`config.mk`:
```
export PLATFORM = sky130hd
export DESIGN_NAME = three_wire_config_regs
export DESIGN_NICKNAME = d
export VERILOG_FILES = /design/src/cfg_pkg.sv /design/src/pin_sync.sv /design/src/serial_shifter.sv /design/src/three_wire_config_regs.sv
export VERILOG_INCLUDE_DIRS = /design/src
export SDC_FILE = /design/constraint.sdc
export NUM_CORES = 1
export LEC_CHECK = 0
export BUFFER_PORTS_ARGS = -buffer_cell sky130_fd_sc_hd__buf_2
export CORE_ASPECT_RATIO = 0.8
export CORE_MARGIN = 4
export CORE_UTILIZATION = 48
export CTS_CLUSTER_DIAMETER = 30
export DETAILED_ROUTE_END_ITERATION = 6
export HOLD_SLACK_MARGIN = 0.06
export PLACE_DENSITY = 0.77
export SYNTH_ARGS = -nofsm -noshare
export SYNTH_HDL_FRONTEND = slang
export SYNTH_SLANG_ARGS = --single-unit
```
`constraint.sdc`:
```
create_clock -name CORE_CLK -period 1.26 [get_ports CORE_CLK]
set_input_delay 0 -clock CORE_CLK [delete_from_list [all_inputs] [get_ports CORE_CLK]]
set_output_delay 0 -clock CORE_CLK [all_outputs]
set_load 0.01 [all_outputs]
```
`src/cfg_regs.svh`:
```
// register map, field positions and reset values of the configuration port
`ifndef CFG_REGS_SVH
`define CFG_REGS_SVH

`define WORD_W 16
`define DATA_W 14
`define DATA_LSB 2
`define DATA_MSB 15
`define ADDR_MSB 1
`define ADDR_LSB 0
`define NUM_REGS 3

`define ADR_PLL 2'h0
`define ADR_CHAN 2'h1
`define ADR_TEST 2'h2

`define IDX_PLL 0
`define IDX_CHAN 1
`define IDX_TEST 2

`define REG_RESET 14'h0000
`define WORD_RESET 16'h0000

`define CP_POL_BIT 0
`define REF_LO_BIT 1
`define APIN_SEL_BIT 2
`define REF_HI_BIT 3
`define CARRIER_BIT 4
`define PWR_CTL_BIT 5
`define RF_MODE_BIT 6
`define LOW_VOLTAGE_LOCKOUT_EN_BIT 8
`define RSSI_CLIP_BIT 9

`define CHAN_MSB 11
`define CHAN_LSB 0
`define ATEST_MSB 2
`define ATEST_LSB 0
`define DTEST_MSB 5
`define DTEST_LSB 3
`define ATEST_OFF 3'h0

`define SYNC_W 6
`define SYNC_RESET 6'h01
`define S_EN_N 0
`define S_SCLK 1
`define S_SDATA 2
`define S_CHIP 3
`define S_RX 4
`define S_LOWV 5

`endif

```
`src/cfg_pkg.sv`:
```
// shared types of the configuration port
package cfg_pkg;
  typedef enum logic [1:0] {MODE_STANDBY, MODE_RECEIVE, MODE_TRANSMIT} op_mode_t;
  typedef logic [13:0] cfg_word_t;
endpackage : cfg_pkg

```
`src/pin_sync.sv`:
```
// two-flop synchroniser bank for asynchronous pins
`timescale 1ns/1ps
`include "cfg_regs.svh"
module pin_sync (
  input wire logic clk,
  input wire logic rst,
  input wire logic [`SYNC_W-1:0] d,
  output logic [`SYNC_W-1:0] q
);
  logic [`SYNC_W-1:0] meta_ff;
  logic [`SYNC_W-1:0] sync_ff;

  // first stage feeds only the second stage
  always_ff @(posedge clk) begin
    if (rst) begin
      meta_ff <= `SYNC_RESET;
      sync_ff <= `SYNC_RESET;
    end else begin
      meta_ff <= d;
      sync_ff <= meta_ff;
    end
  end

  assign q = sync_ff;
endmodule // pin_sync

```
`src/serial_shifter.sv`:
```
// serial word shifter with edge detection of clock and framing enable
`timescale 1ns/1ps
`include "cfg_regs.svh"
module serial_shifter (
  input wire logic clk,
  input wire logic rst,
  input wire logic sclk_s,
  input wire logic sdata_s,
  input wire logic en_n_s,
  output logic [`WORD_W-1:0] word,
  output logic load
);
  logic sclk_prev_ff;
  logic en_prev_ff;
  logic [`WORD_W-1:0] shift_ff;
  logic [`WORD_W-1:0] nxt_shift;
  wire sclk_rise = sclk_s & ~sclk_prev_ff;

  // only the newest sixteen bits survive a long frame
  assign nxt_shift = (sclk_rise && !en_n_s) ? {shift_ff[`WORD_W-2:0], sdata_s} : shift_ff;

  always_ff @(posedge clk) begin
    if (rst) begin
      sclk_prev_ff <= 1'h0;
      en_prev_ff <= 1'h1;
      shift_ff <= `WORD_RESET;
    end else begin
      sclk_prev_ff <= sclk_s;
      en_prev_ff <= en_n_s;
      shift_ff <= nxt_shift;
    end
  end

  assign word = shift_ff;
  assign load = en_n_s & ~en_prev_ff;
endmodule // serial_shifter

```
`src/three_wire_config_regs.sv`:
```
// three-wire write-only configuration registers and mode control
// How it works
// - sixteen-bit words, MSB first, address last
// - shift data on clock rise while enable low
// - enable high: clock and data ignored
// - enable rising edge decodes address and loads
// - longer frame: last sixteen bits used
// - three registers; 00 PLL, 01 channel
// - no read path for registers
// - PLL register field layout, bits 0-9
// - channel divide word in bits 11-0
// - analog test low, digital test above
// - all registers zero after reset
// - chip enable low means standby
// - active with receive select high: receive
// - active with receive select low: transmit
// - bit 2 picks analog pin function
// - power bit 0 grounds pin, 1 floats
// - power bit applied at receive select fall
// - RF mode: on throughout transmit or follows PA
// - carrier test bit: FSK or plain carrier
// - low supply latch drops PA enable
// - RSSI clip disable passed to analog core
`timescale 1ns/1ps
`include "cfg_regs.svh"
module three_wire_config_regs (
  input wire logic CORE_CLK,
  input wire logic RST,
  input wire logic SER_EN_N,
  input wire logic SER_DATA,
  input wire logic SER_CLK,
  input wire logic CHIP_ENABLE_IN,
  input wire logic RECEIVE_SELECT_IN,
  input wire logic ANALOG_SUPPLY_LOW,
  input wire logic ANALOG_PIN_I,
  output logic CHARGE_PUMP_POLARITY,
  output logic REF_DIVIDE_LOW,
  output logic REF_DIVIDE_HIGH,
  output logic ANALOG_PIN_SELECT,
  output logic CARRIER_ONLY_TEST,
  output logic POWER_CONTROL_LEVEL,
  output logic RF_OUTPUT_MODE,
  output logic LOW_VOLTAGE_LOCKOUT_EN,
  output logic RSSI_CLIP_DISABLE,
  output logic [11:0] CHANNEL_DIVIDE_WORD,
  output logic [2:0] ANALOG_TEST_SELECT,
  output logic [2:0] DIGITAL_TEST_SELECT,
  output logic MODE_STANDBY_OUT,
  output logic MODE_RECEIVE_OUT,
  output logic MODE_TRANSMIT_OUT,
  output logic PA_ENABLE_OUT,
  output logic RF_OUTPUT_ON,
  output logic MODULATION_ON,
  output logic ANALOG_PIN_O,
  output logic ANALOG_PIN_OE
);

  // ----------------------------------------------------------------
  // pin synchronisation
  // ----------------------------------------------------------------
  logic [`SYNC_W-1:0] pins_s;
  logic [`SYNC_W-1:0] pins_raw;

  assign pins_raw[`S_EN_N] = SER_EN_N;
  assign pins_raw[`S_SCLK] = SER_CLK;
  assign pins_raw[`S_SDATA] = SER_DATA;
  assign pins_raw[`S_CHIP] = CHIP_ENABLE_IN;
  assign pins_raw[`S_RX] = RECEIVE_SELECT_IN;
  assign pins_raw[`S_LOWV] = ANALOG_SUPPLY_LOW;

  // clock and data share one delay so the sampled bit stays aligned
  pin_sync u_sync (
    .clk(CORE_CLK),
    .rst(RST),
    .d(pins_raw),
    .q(pins_s)
  );

  wire en_n_s = pins_s[`S_EN_N];
  wire sclk_s = pins_s[`S_SCLK];
  wire sdata_s = pins_s[`S_SDATA];
  wire chip_s = pins_s[`S_CHIP];
  wire rx_s = pins_s[`S_RX];
  wire lowv_s = pins_s[`S_LOWV];

  // ----------------------------------------------------------------
  // serial shifter
  // ----------------------------------------------------------------
  logic [`WORD_W-1:0] word;
  logic load;

  serial_shifter u_shift (
    .clk(CORE_CLK),
    .rst(RST),
    .sclk_s(sclk_s),
    .sdata_s(sdata_s),
    .en_n_s(en_n_s),
    .word(word),
    .load(load)
  );

  // data leads, address trails in the shifted word
  wire [`DATA_W-1:0] load_data = word[`DATA_MSB:`DATA_LSB];
  wire [1:0] load_addr = word[`ADDR_MSB:`ADDR_LSB];

  // ----------------------------------------------------------------
  // address decode and register bank
  // ----------------------------------------------------------------
  function automatic logic addr_selects(input logic [1:0] addr, input int idx);
    logic hit;
    hit = 1'h0;
    case (addr)
      `ADR_PLL: hit = (idx == `IDX_PLL);
      `ADR_CHAN: hit = (idx == `IDX_CHAN);
      `ADR_TEST: hit = (idx == `IDX_TEST);
      default: hit = 1'h0;
    endcase
    return hit;
  endfunction

  // write-only: nothing here drives a read path
  cfg_pkg::cfg_word_t cfg_ff [`NUM_REGS];

  genvar gi;
  generate
    for (gi = 0; gi < `NUM_REGS; gi++) begin : g_reg
      wire sel = load & addr_selects(load_addr, gi);
      always_ff @(posedge CORE_CLK) begin
        if (RST) begin
          cfg_ff[gi] <= `REG_RESET;
        end else if (sel) begin
          cfg_ff[gi] <= load_data;
        end
      end
    end
  endgenerate

  wire [`DATA_W-1:0] pll_w = cfg_ff[`IDX_PLL];
  wire [`DATA_W-1:0] chan_w = cfg_ff[`IDX_CHAN];
  wire [`DATA_W-1:0] test_w = cfg_ff[`IDX_TEST];

  // ----------------------------------------------------------------
  // static field outputs
  // ----------------------------------------------------------------
  assign CHARGE_PUMP_POLARITY = pll_w[`CP_POL_BIT];
  assign REF_DIVIDE_LOW = pll_w[`REF_LO_BIT];
  assign ANALOG_PIN_SELECT = pll_w[`APIN_SEL_BIT];
  assign REF_DIVIDE_HIGH = pll_w[`REF_HI_BIT];
  assign CARRIER_ONLY_TEST = pll_w[`CARRIER_BIT];
  assign POWER_CONTROL_LEVEL = pll_w[`PWR_CTL_BIT];
  assign RF_OUTPUT_MODE = pll_w[`RF_MODE_BIT];
  assign LOW_VOLTAGE_LOCKOUT_EN = pll_w[`LOW_VOLTAGE_LOCKOUT_EN_BIT];
  assign RSSI_CLIP_DISABLE = pll_w[`RSSI_CLIP_BIT];
  assign CHANNEL_DIVIDE_WORD = chan_w[`CHAN_MSB:`CHAN_LSB];
  assign ANALOG_TEST_SELECT = test_w[`ATEST_MSB:`ATEST_LSB];
  assign DIGITAL_TEST_SELECT = test_w[`DTEST_MSB:`DTEST_LSB];

  // ----------------------------------------------------------------
  // operating mode
  // ----------------------------------------------------------------
  cfg_pkg::op_mode_t mode_ff;
  cfg_pkg::op_mode_t nxt_mode;

  // serial port keeps working in standby; chip enable reaches only the mode logic
  assign nxt_mode = !chip_s ? cfg_pkg::MODE_STANDBY :
                    rx_s ? cfg_pkg::MODE_RECEIVE :
                    cfg_pkg::MODE_TRANSMIT;

  always_ff @(posedge CORE_CLK) begin
    if (RST) begin
      mode_ff <= cfg_pkg::MODE_STANDBY;
    end else begin
      mode_ff <= nxt_mode;
    end
  end

  logic is_rx;
  logic is_tx;
  always_comb begin
    is_rx = 1'h0;
    is_tx = 1'h0;
    case (mode_ff)
      cfg_pkg::MODE_STANDBY: begin
        is_rx = 1'h0;
      end
      cfg_pkg::MODE_RECEIVE: begin
        is_rx = 1'h1;
      end
      cfg_pkg::MODE_TRANSMIT: begin
        is_tx = 1'h1;
      end
      default: begin
        is_rx = 1'h0;
      end
    endcase
  end

  // ----------------------------------------------------------------
  // receive select edges, lockout latch, power control pin
  // ----------------------------------------------------------------
  logic rx_prev_ff;
  logic lockout_ff;
  logic pc_level_ff;
  wire rx_rise = rx_s & ~rx_prev_ff;
  wire rx_fall = ~rx_s & rx_prev_ff;

  // a low-supply event in the clearing cycle still sets the latch
  wire lock_set = pll_w[`LOW_VOLTAGE_LOCKOUT_EN_BIT] & lowv_s;
  wire nxt_lockout = lock_set | (lockout_ff & ~rx_rise);
  // power level reaches the pin only at a receive select fall
  wire nxt_pc_level = rx_fall ? pll_w[`PWR_CTL_BIT] : pc_level_ff;

  always_ff @(posedge CORE_CLK) begin
    if (RST) begin
      rx_prev_ff <= 1'h0;
      lockout_ff <= 1'h0;
      pc_level_ff <= 1'h0;
    end else begin
      rx_prev_ff <= rx_s;
      lockout_ff <= nxt_lockout;
      pc_level_ff <= nxt_pc_level;
    end
  end

  // ----------------------------------------------------------------
  // registered control outputs
  // ----------------------------------------------------------------
  wire pa_on = is_tx & ~lockout_ff;
  wire rf_on = is_tx & (pll_w[`RF_MODE_BIT] ? pa_on : 1'h1);
  wire mod_on = is_tx & ~pll_w[`CARRIER_BIT];
  // analog test selects other than zero take the pin away from power control
  wire pc_func = ~pll_w[`APIN_SEL_BIT] & (test_w[`ATEST_MSB:`ATEST_LSB] == `ATEST_OFF);
  wire pc_pull = pc_func & ~pc_level_ff;

  logic stby_ff;
  logic rxo_ff;
  logic txo_ff;
  logic pa_ff;
  logic rf_ff;
  logic mod_ff;
  logic pin_oe_ff;
  logic pin_o_ff;

  always_ff @(posedge CORE_CLK) begin
    if (RST) begin
      stby_ff <= 1'h1;
      rxo_ff <= 1'h0;
      txo_ff <= 1'h0;
      pa_ff <= 1'h0;
      rf_ff <= 1'h0;
      mod_ff <= 1'h0;
      pin_oe_ff <= 1'h0;
      pin_o_ff <= 1'h0;
    end else begin
      stby_ff <= ~(is_rx | is_tx);
      rxo_ff <= is_rx;
      txo_ff <= is_tx;
      pa_ff <= pa_on;
      rf_ff <= rf_on;
      mod_ff <= mod_on;
      pin_oe_ff <= pc_pull;
      pin_o_ff <= 1'h0;
    end
  end

  assign MODE_STANDBY_OUT = stby_ff;
  assign MODE_RECEIVE_OUT = rxo_ff;
  assign MODE_TRANSMIT_OUT = txo_ff;
  assign PA_ENABLE_OUT = pa_ff;
  assign RF_OUTPUT_ON = rf_ff;
  assign MODULATION_ON = mod_ff;
  assign ANALOG_PIN_O = pin_o_ff;
  assign ANALOG_PIN_OE = pin_oe_ff;
endmodule // three_wire_config_regs
```
# Word level (Yosys, flattened, before mapping)
# Memories as Yosys holds them, arrays and structs flattened.
# Cells that the tools add are included.
# word_totals
reg_bits	42
latchBits	0
ramBits	42
romBits	0
output_inout_bits	35
elab_cells	77
mem_count	1
# op_classes
n_addsub	0
mul	0
div_mod_pow	0
order_cmp	0
eq_ne	4
shift	0
muxes	21
bitwise_logic	30
reduce_logical	5
# memory_table
name	depth	word_bits	read_ports	rd_ports_with_merged_regs	write_ports	line_no	text
cfg_ff	3	14	3	0	3	three_wire_config_regs.sv:122	cfg_pkg::cfg_word_t cfg_ff [`NUM_REGS];
# ops
operator	n
$mux W14	3
$mux W1	17
$and A1 B1 Y1	14
$not A1 Y1	11
$or A1 B1 Y1	5
$eq A2 B1 Y1 const B	2
$eq A2 B2 Y1 const B	2
$logic_not A3 Y1	1
$logic_not A2 Y1	1
$mux W2	1
$reduce_or A2 Y1	1
$logic_and A1 B1 Y1	1
$logic_not A1 Y1	1

# Logic depth before layout (Yosys ltp)
# depth
ltp_word	7
depth_mapped	5
depth_no_buf	4

# By module
# A second synthesis with hierarchy kept.
# unflattened
hier_cells	196
hier_area_um2	2498.6
# by_module_without_submodules
mod	n_inst	cells_per_inst	area_each_um2	seq_area_each_um2
three_wire_config_regs	1	112	1476.4	1051.0
serial_shifter	1	59	695.7	360.3
pin_sync	1	25	326.6	240.2

# Worst setup path before layout
# No wires, ideal clock.
# synth_path
path_kind	flip-flop to flip-flop
from	register u_shift.shift_ff[0] (netlist: u_shift.word[0])
to	memory cfg_ff[1][0] (netlist name) (enable)
setup_ns	0.346
arrival_ns	1.001
required_time_ns	0.914
slack_ns	-0.087
stages_incl_launch_ff	3
path_buffers	0
period_less_slack_ns	1.347
path_cell_list	dfxtp_1 > nor2b_1 > a21o_1
# synth_rtl
item	line_no	text
from (decl)	serial_shifter.sv:15	logic [`WORD_W-1:0] shift_ff;
from (signal assigned)	serial_shifter.sv:26	shift_ff <= `WORD_RESET;
from (signal assigned)	serial_shifter.sv:30	shift_ff <= nxt_shift;
to (decl)	three_wire_config_regs.sv:122	

==> reports/results.ini <==
[pwr]
leakage_nw=1.25
p_int_mw=3.42
power_density_nw_per_um2=1460
peakVddDrop_v=0.000985
clockPowerShare_pct=41.6
seq_power_share_pct=54.3
combPwrFrac_pct=4.1
switchingPower_mw=0.873
sw_frac_of_total_pct=20.3

[placement]
portBuffers=41
dp_hpwl_mm=2.76
place_ws_ns=-0.0222
dpl_cell_area_sq_um=2640
gp_congestion=0.760
dp_cells=304

[cells_and_area]
nets=273
fill_cells=352
fin_util_pct=63.6
seqCellArea_sq_um=1610
multiInputGateArea_sq_um=647
final_layout_size_suffix_gt1_share_pct=28.8
diodes=0
stdcell_area_sq_um=2940
fin_cells=327
area.growth.synth_to_final_pct=27.4

[outcome]
status=finished, final reports clean

[timing]
maxSlewViolCount=0
fmax_mhz=845
skew_ns=0.00503
fin_crit_ns=1.18
rsz0062_at_grt=false
setup_viol=0
period_share_pct=93.9
fin_hold_ws_ns=0.388
fin_ws_ns=0.0762
finalHoldViolations=0

[critical_path]
worst_setup_path_start_kind=register
cp_cell_sequence=nor2_1, a21o_1, buf_12
endpoint_kind=register
cp.required_ns=1.31
worstPathMaxFanout=8
slowest_delay_ns=0.37
crit_arrival_ns=1.24
worstSetupPathType=reg2reg
cp_slowest_cell=dfxtp_1

[synth]
synthTopCellsByArea=edfxtp_1 (35%), dfxtp_1 (35%), nand2_1 (5.7%), nor2b_1 (4.1%), nor2_1 (3.7%)
avgSynthCellArea_sq_um=11.4
ys_ff_latch=67
synth_cells=203
synth_area_sq_um=2310
yosys_warnings=0
yosys.area.top_type=edfxtp_1
yosysTopAreaCellShare_pct=35.1
seq_area_frac_synth_pct=69.8
synth_fp_nets=214
ys_types=25

[global_route]
grt_pass1_vias=1417
grt_pass1_wl_mm=6.42
track_usage_pct=14.3
grt_overflow=0
grt_antenna_before_repair=0
grt_max_degree=20

[cts]
path_clk_slew_ns=0.07
clkLatencyLatePin_ns=0.34
cts_made_buffers=9
post_cts_buffers=0
ctsRootBufferMaster=clkbuf_8
htreeDepth=3
tritoncts=done
clkSinkCount=67
clockBufferDepth=2

[route]
drcViolationCount=0
routed_wirelength_mm=3.96
via_count=1568
dr.pass1.iters=4
avgViaCountPerCell=4.80
wl_per_cell_um=12.1
drt_iter0_markers=116
antenna_left=0

[floorplanning]
initial_core_util_pct=49.9
boundaryPins=44
die_h_um=70.0
fp.dieArea_sq_um=5990
rows=22
core_sq_um=4620
die_x_um=85.6

[run]
cap_violations=0

[worst_hold_path]
hold_path_class=in2reg

[power groups by stage]
| stage | registers, mW | logic (mW) | clock network, mW |
|---|---|---|---|
| 2_1_floorplan | 2.39 | 0.0642 | 0 |
| 3_3_place_gp | 2.38 | 0.154 | 0 |
| 3_5_place_dp | 2.38 | 0.156 | 0 |
| 4_1_cts | 2.33 | 0.175 | 1.83 |
| 5_1_grt | 2.34 | 0.192 | 1.93 |
| 6_report | 2.33 | 0.175 | 1.79 |
[path summary, 6_finish.rpt]
path,startpoint,slack (ns),to,depth (start not counted)
worst min-delay path,SER_EN_N,0.39,u_sync.meta_ff[0]$_SDFF_PP1_,3
worst max-delay path,u_shift.word[1]$_SDFFE_PP0P_,0.08,cfg_ff[0][8]$_SDFFCE_PN0P_,3
worst max register to register,u_shift.word[1]$_SDFFE_PP0P_,0.08,cfg_ff[0][8]$_SDFFCE_PN0P_,3
worst min register to register,u_sync.meta_ff[0]$_SDFF_PP1_,0.41,u_sync.q[0]$_SDFF_PP1_,1
[cells in the final DEF, fill, tap and decap left out, types with 2 or more instances in the layout]
cell type,count
a21o_1,2
a21oi_1,16
and3_1,9
buf_12,2
buf_2,40
buf_4,9
clkbuf_8,9
clkinv_2,3
clkinv_4,2
dfxtp_1,39
dlygate4sd3_1,7
edfxtp_1,27
ha_1,2
inv_1,5
nand2_1,35
nand2b_1,3
nor2_1,23
nor2b_1,14
nor3b_1,2
or2_2,5
[state kept, by name, indices dropped and copies added (netlist names)]
name	count
lockout_ff	1
MODE_TRANSMIT_OUT	1
ANALOG_PIN_OE	1
u_shift.word	14
MODULATION_ON	1
u_sync.meta_ff	6
u_shift.sclk_prev_ff	1
RF_OUTPUT_ON	1
MODE_STANDBY_OUT	1
PA_ENABLE_OUT	1
u_sync.q	6
cfg_ff	27
u_shift.en_prev_ff	1
rx_prev_ff	1
pc_level_ff	1
mode_ff	2
MODE_RECEIVE_OUT	1
[routing by layer]
| metal | GRT usage (%) | vias up | routed length, um |
|---|---|---|---|
| met2 | 22.7 | 47 | 1910 |
| met3 | 8.02 | 8 | 293 |
| met4 | 5.27 | 0 | 57 |
| li1 | - | 789 | - |
| met5 | 0 | - | 0 |
| met1 | 16.1 | 724 | 1700 |
[worst max-delay path: cells and delay by family (launching register included)]
kind                   cells  cell delay (ns)
AOI/OAI and AO/OA          1             0.21
DFF                        1             0.37
buffers and inverters      1             0.14
and+or+nand+nor            1             0.19
[stage by stage]
step | power (mW) | setup TNS (ns)
3_5_place_dp | 2.53 | -0.259
5_1_grt | 4.45 | 0
6_report | 4.30 | 0
2_1_floorplan | 2.46 | 0
4_1_cts | 4.34 | 0
3_3_place_gp | 2.53 | -0.0144
[synth_stat cells]
library cell and count:
a21o_1 3, a21oi_1 16, and3_1 9, buf_1 2, buf_2 4, buf_4 1, buf_6 1, clkbuf_1 2
conb_1 1, dfxtp_1 40, edfxtp_1 27, ha_1 2, inv_1 5, mux2i_1 1, nand2_1 35, nand2b_1 3
nor2_1 23, nor2b_1 15, nor3_1 1, nor3b_1 2, nor3b_2 2, o21ai_0 1, or2_2 5, or3b_1 1
or4_1 1
[logic make-up after synthesis]
family / synth area share, %
adders and majority gates: 1.08
DFF: 69.8
and+or+nand+nor: 20.7
buffers and inverters: 3.14
AOI/OAI and AO/OA: 4.66
muxes: 0.433
other: 0.162
[final cells by class]
cell class,instances,area share [%]
tap,60,2.55
multi-input combinational,121,22.0
clock inverter,6,2.13
timing repair buffer,58,12.8
clock buffer,10,5.06
inverter,5,0.638
sequential,67,54.8
[timing repair]
action | CTS | global route
setup endpoints to repair | 12 | 30
hold endpoints to repair | 14 | 0
resized for setup | 2 | 5
hold buffers | 7 | 0
No activity file was read; power rests on OpenSTA's default activity.
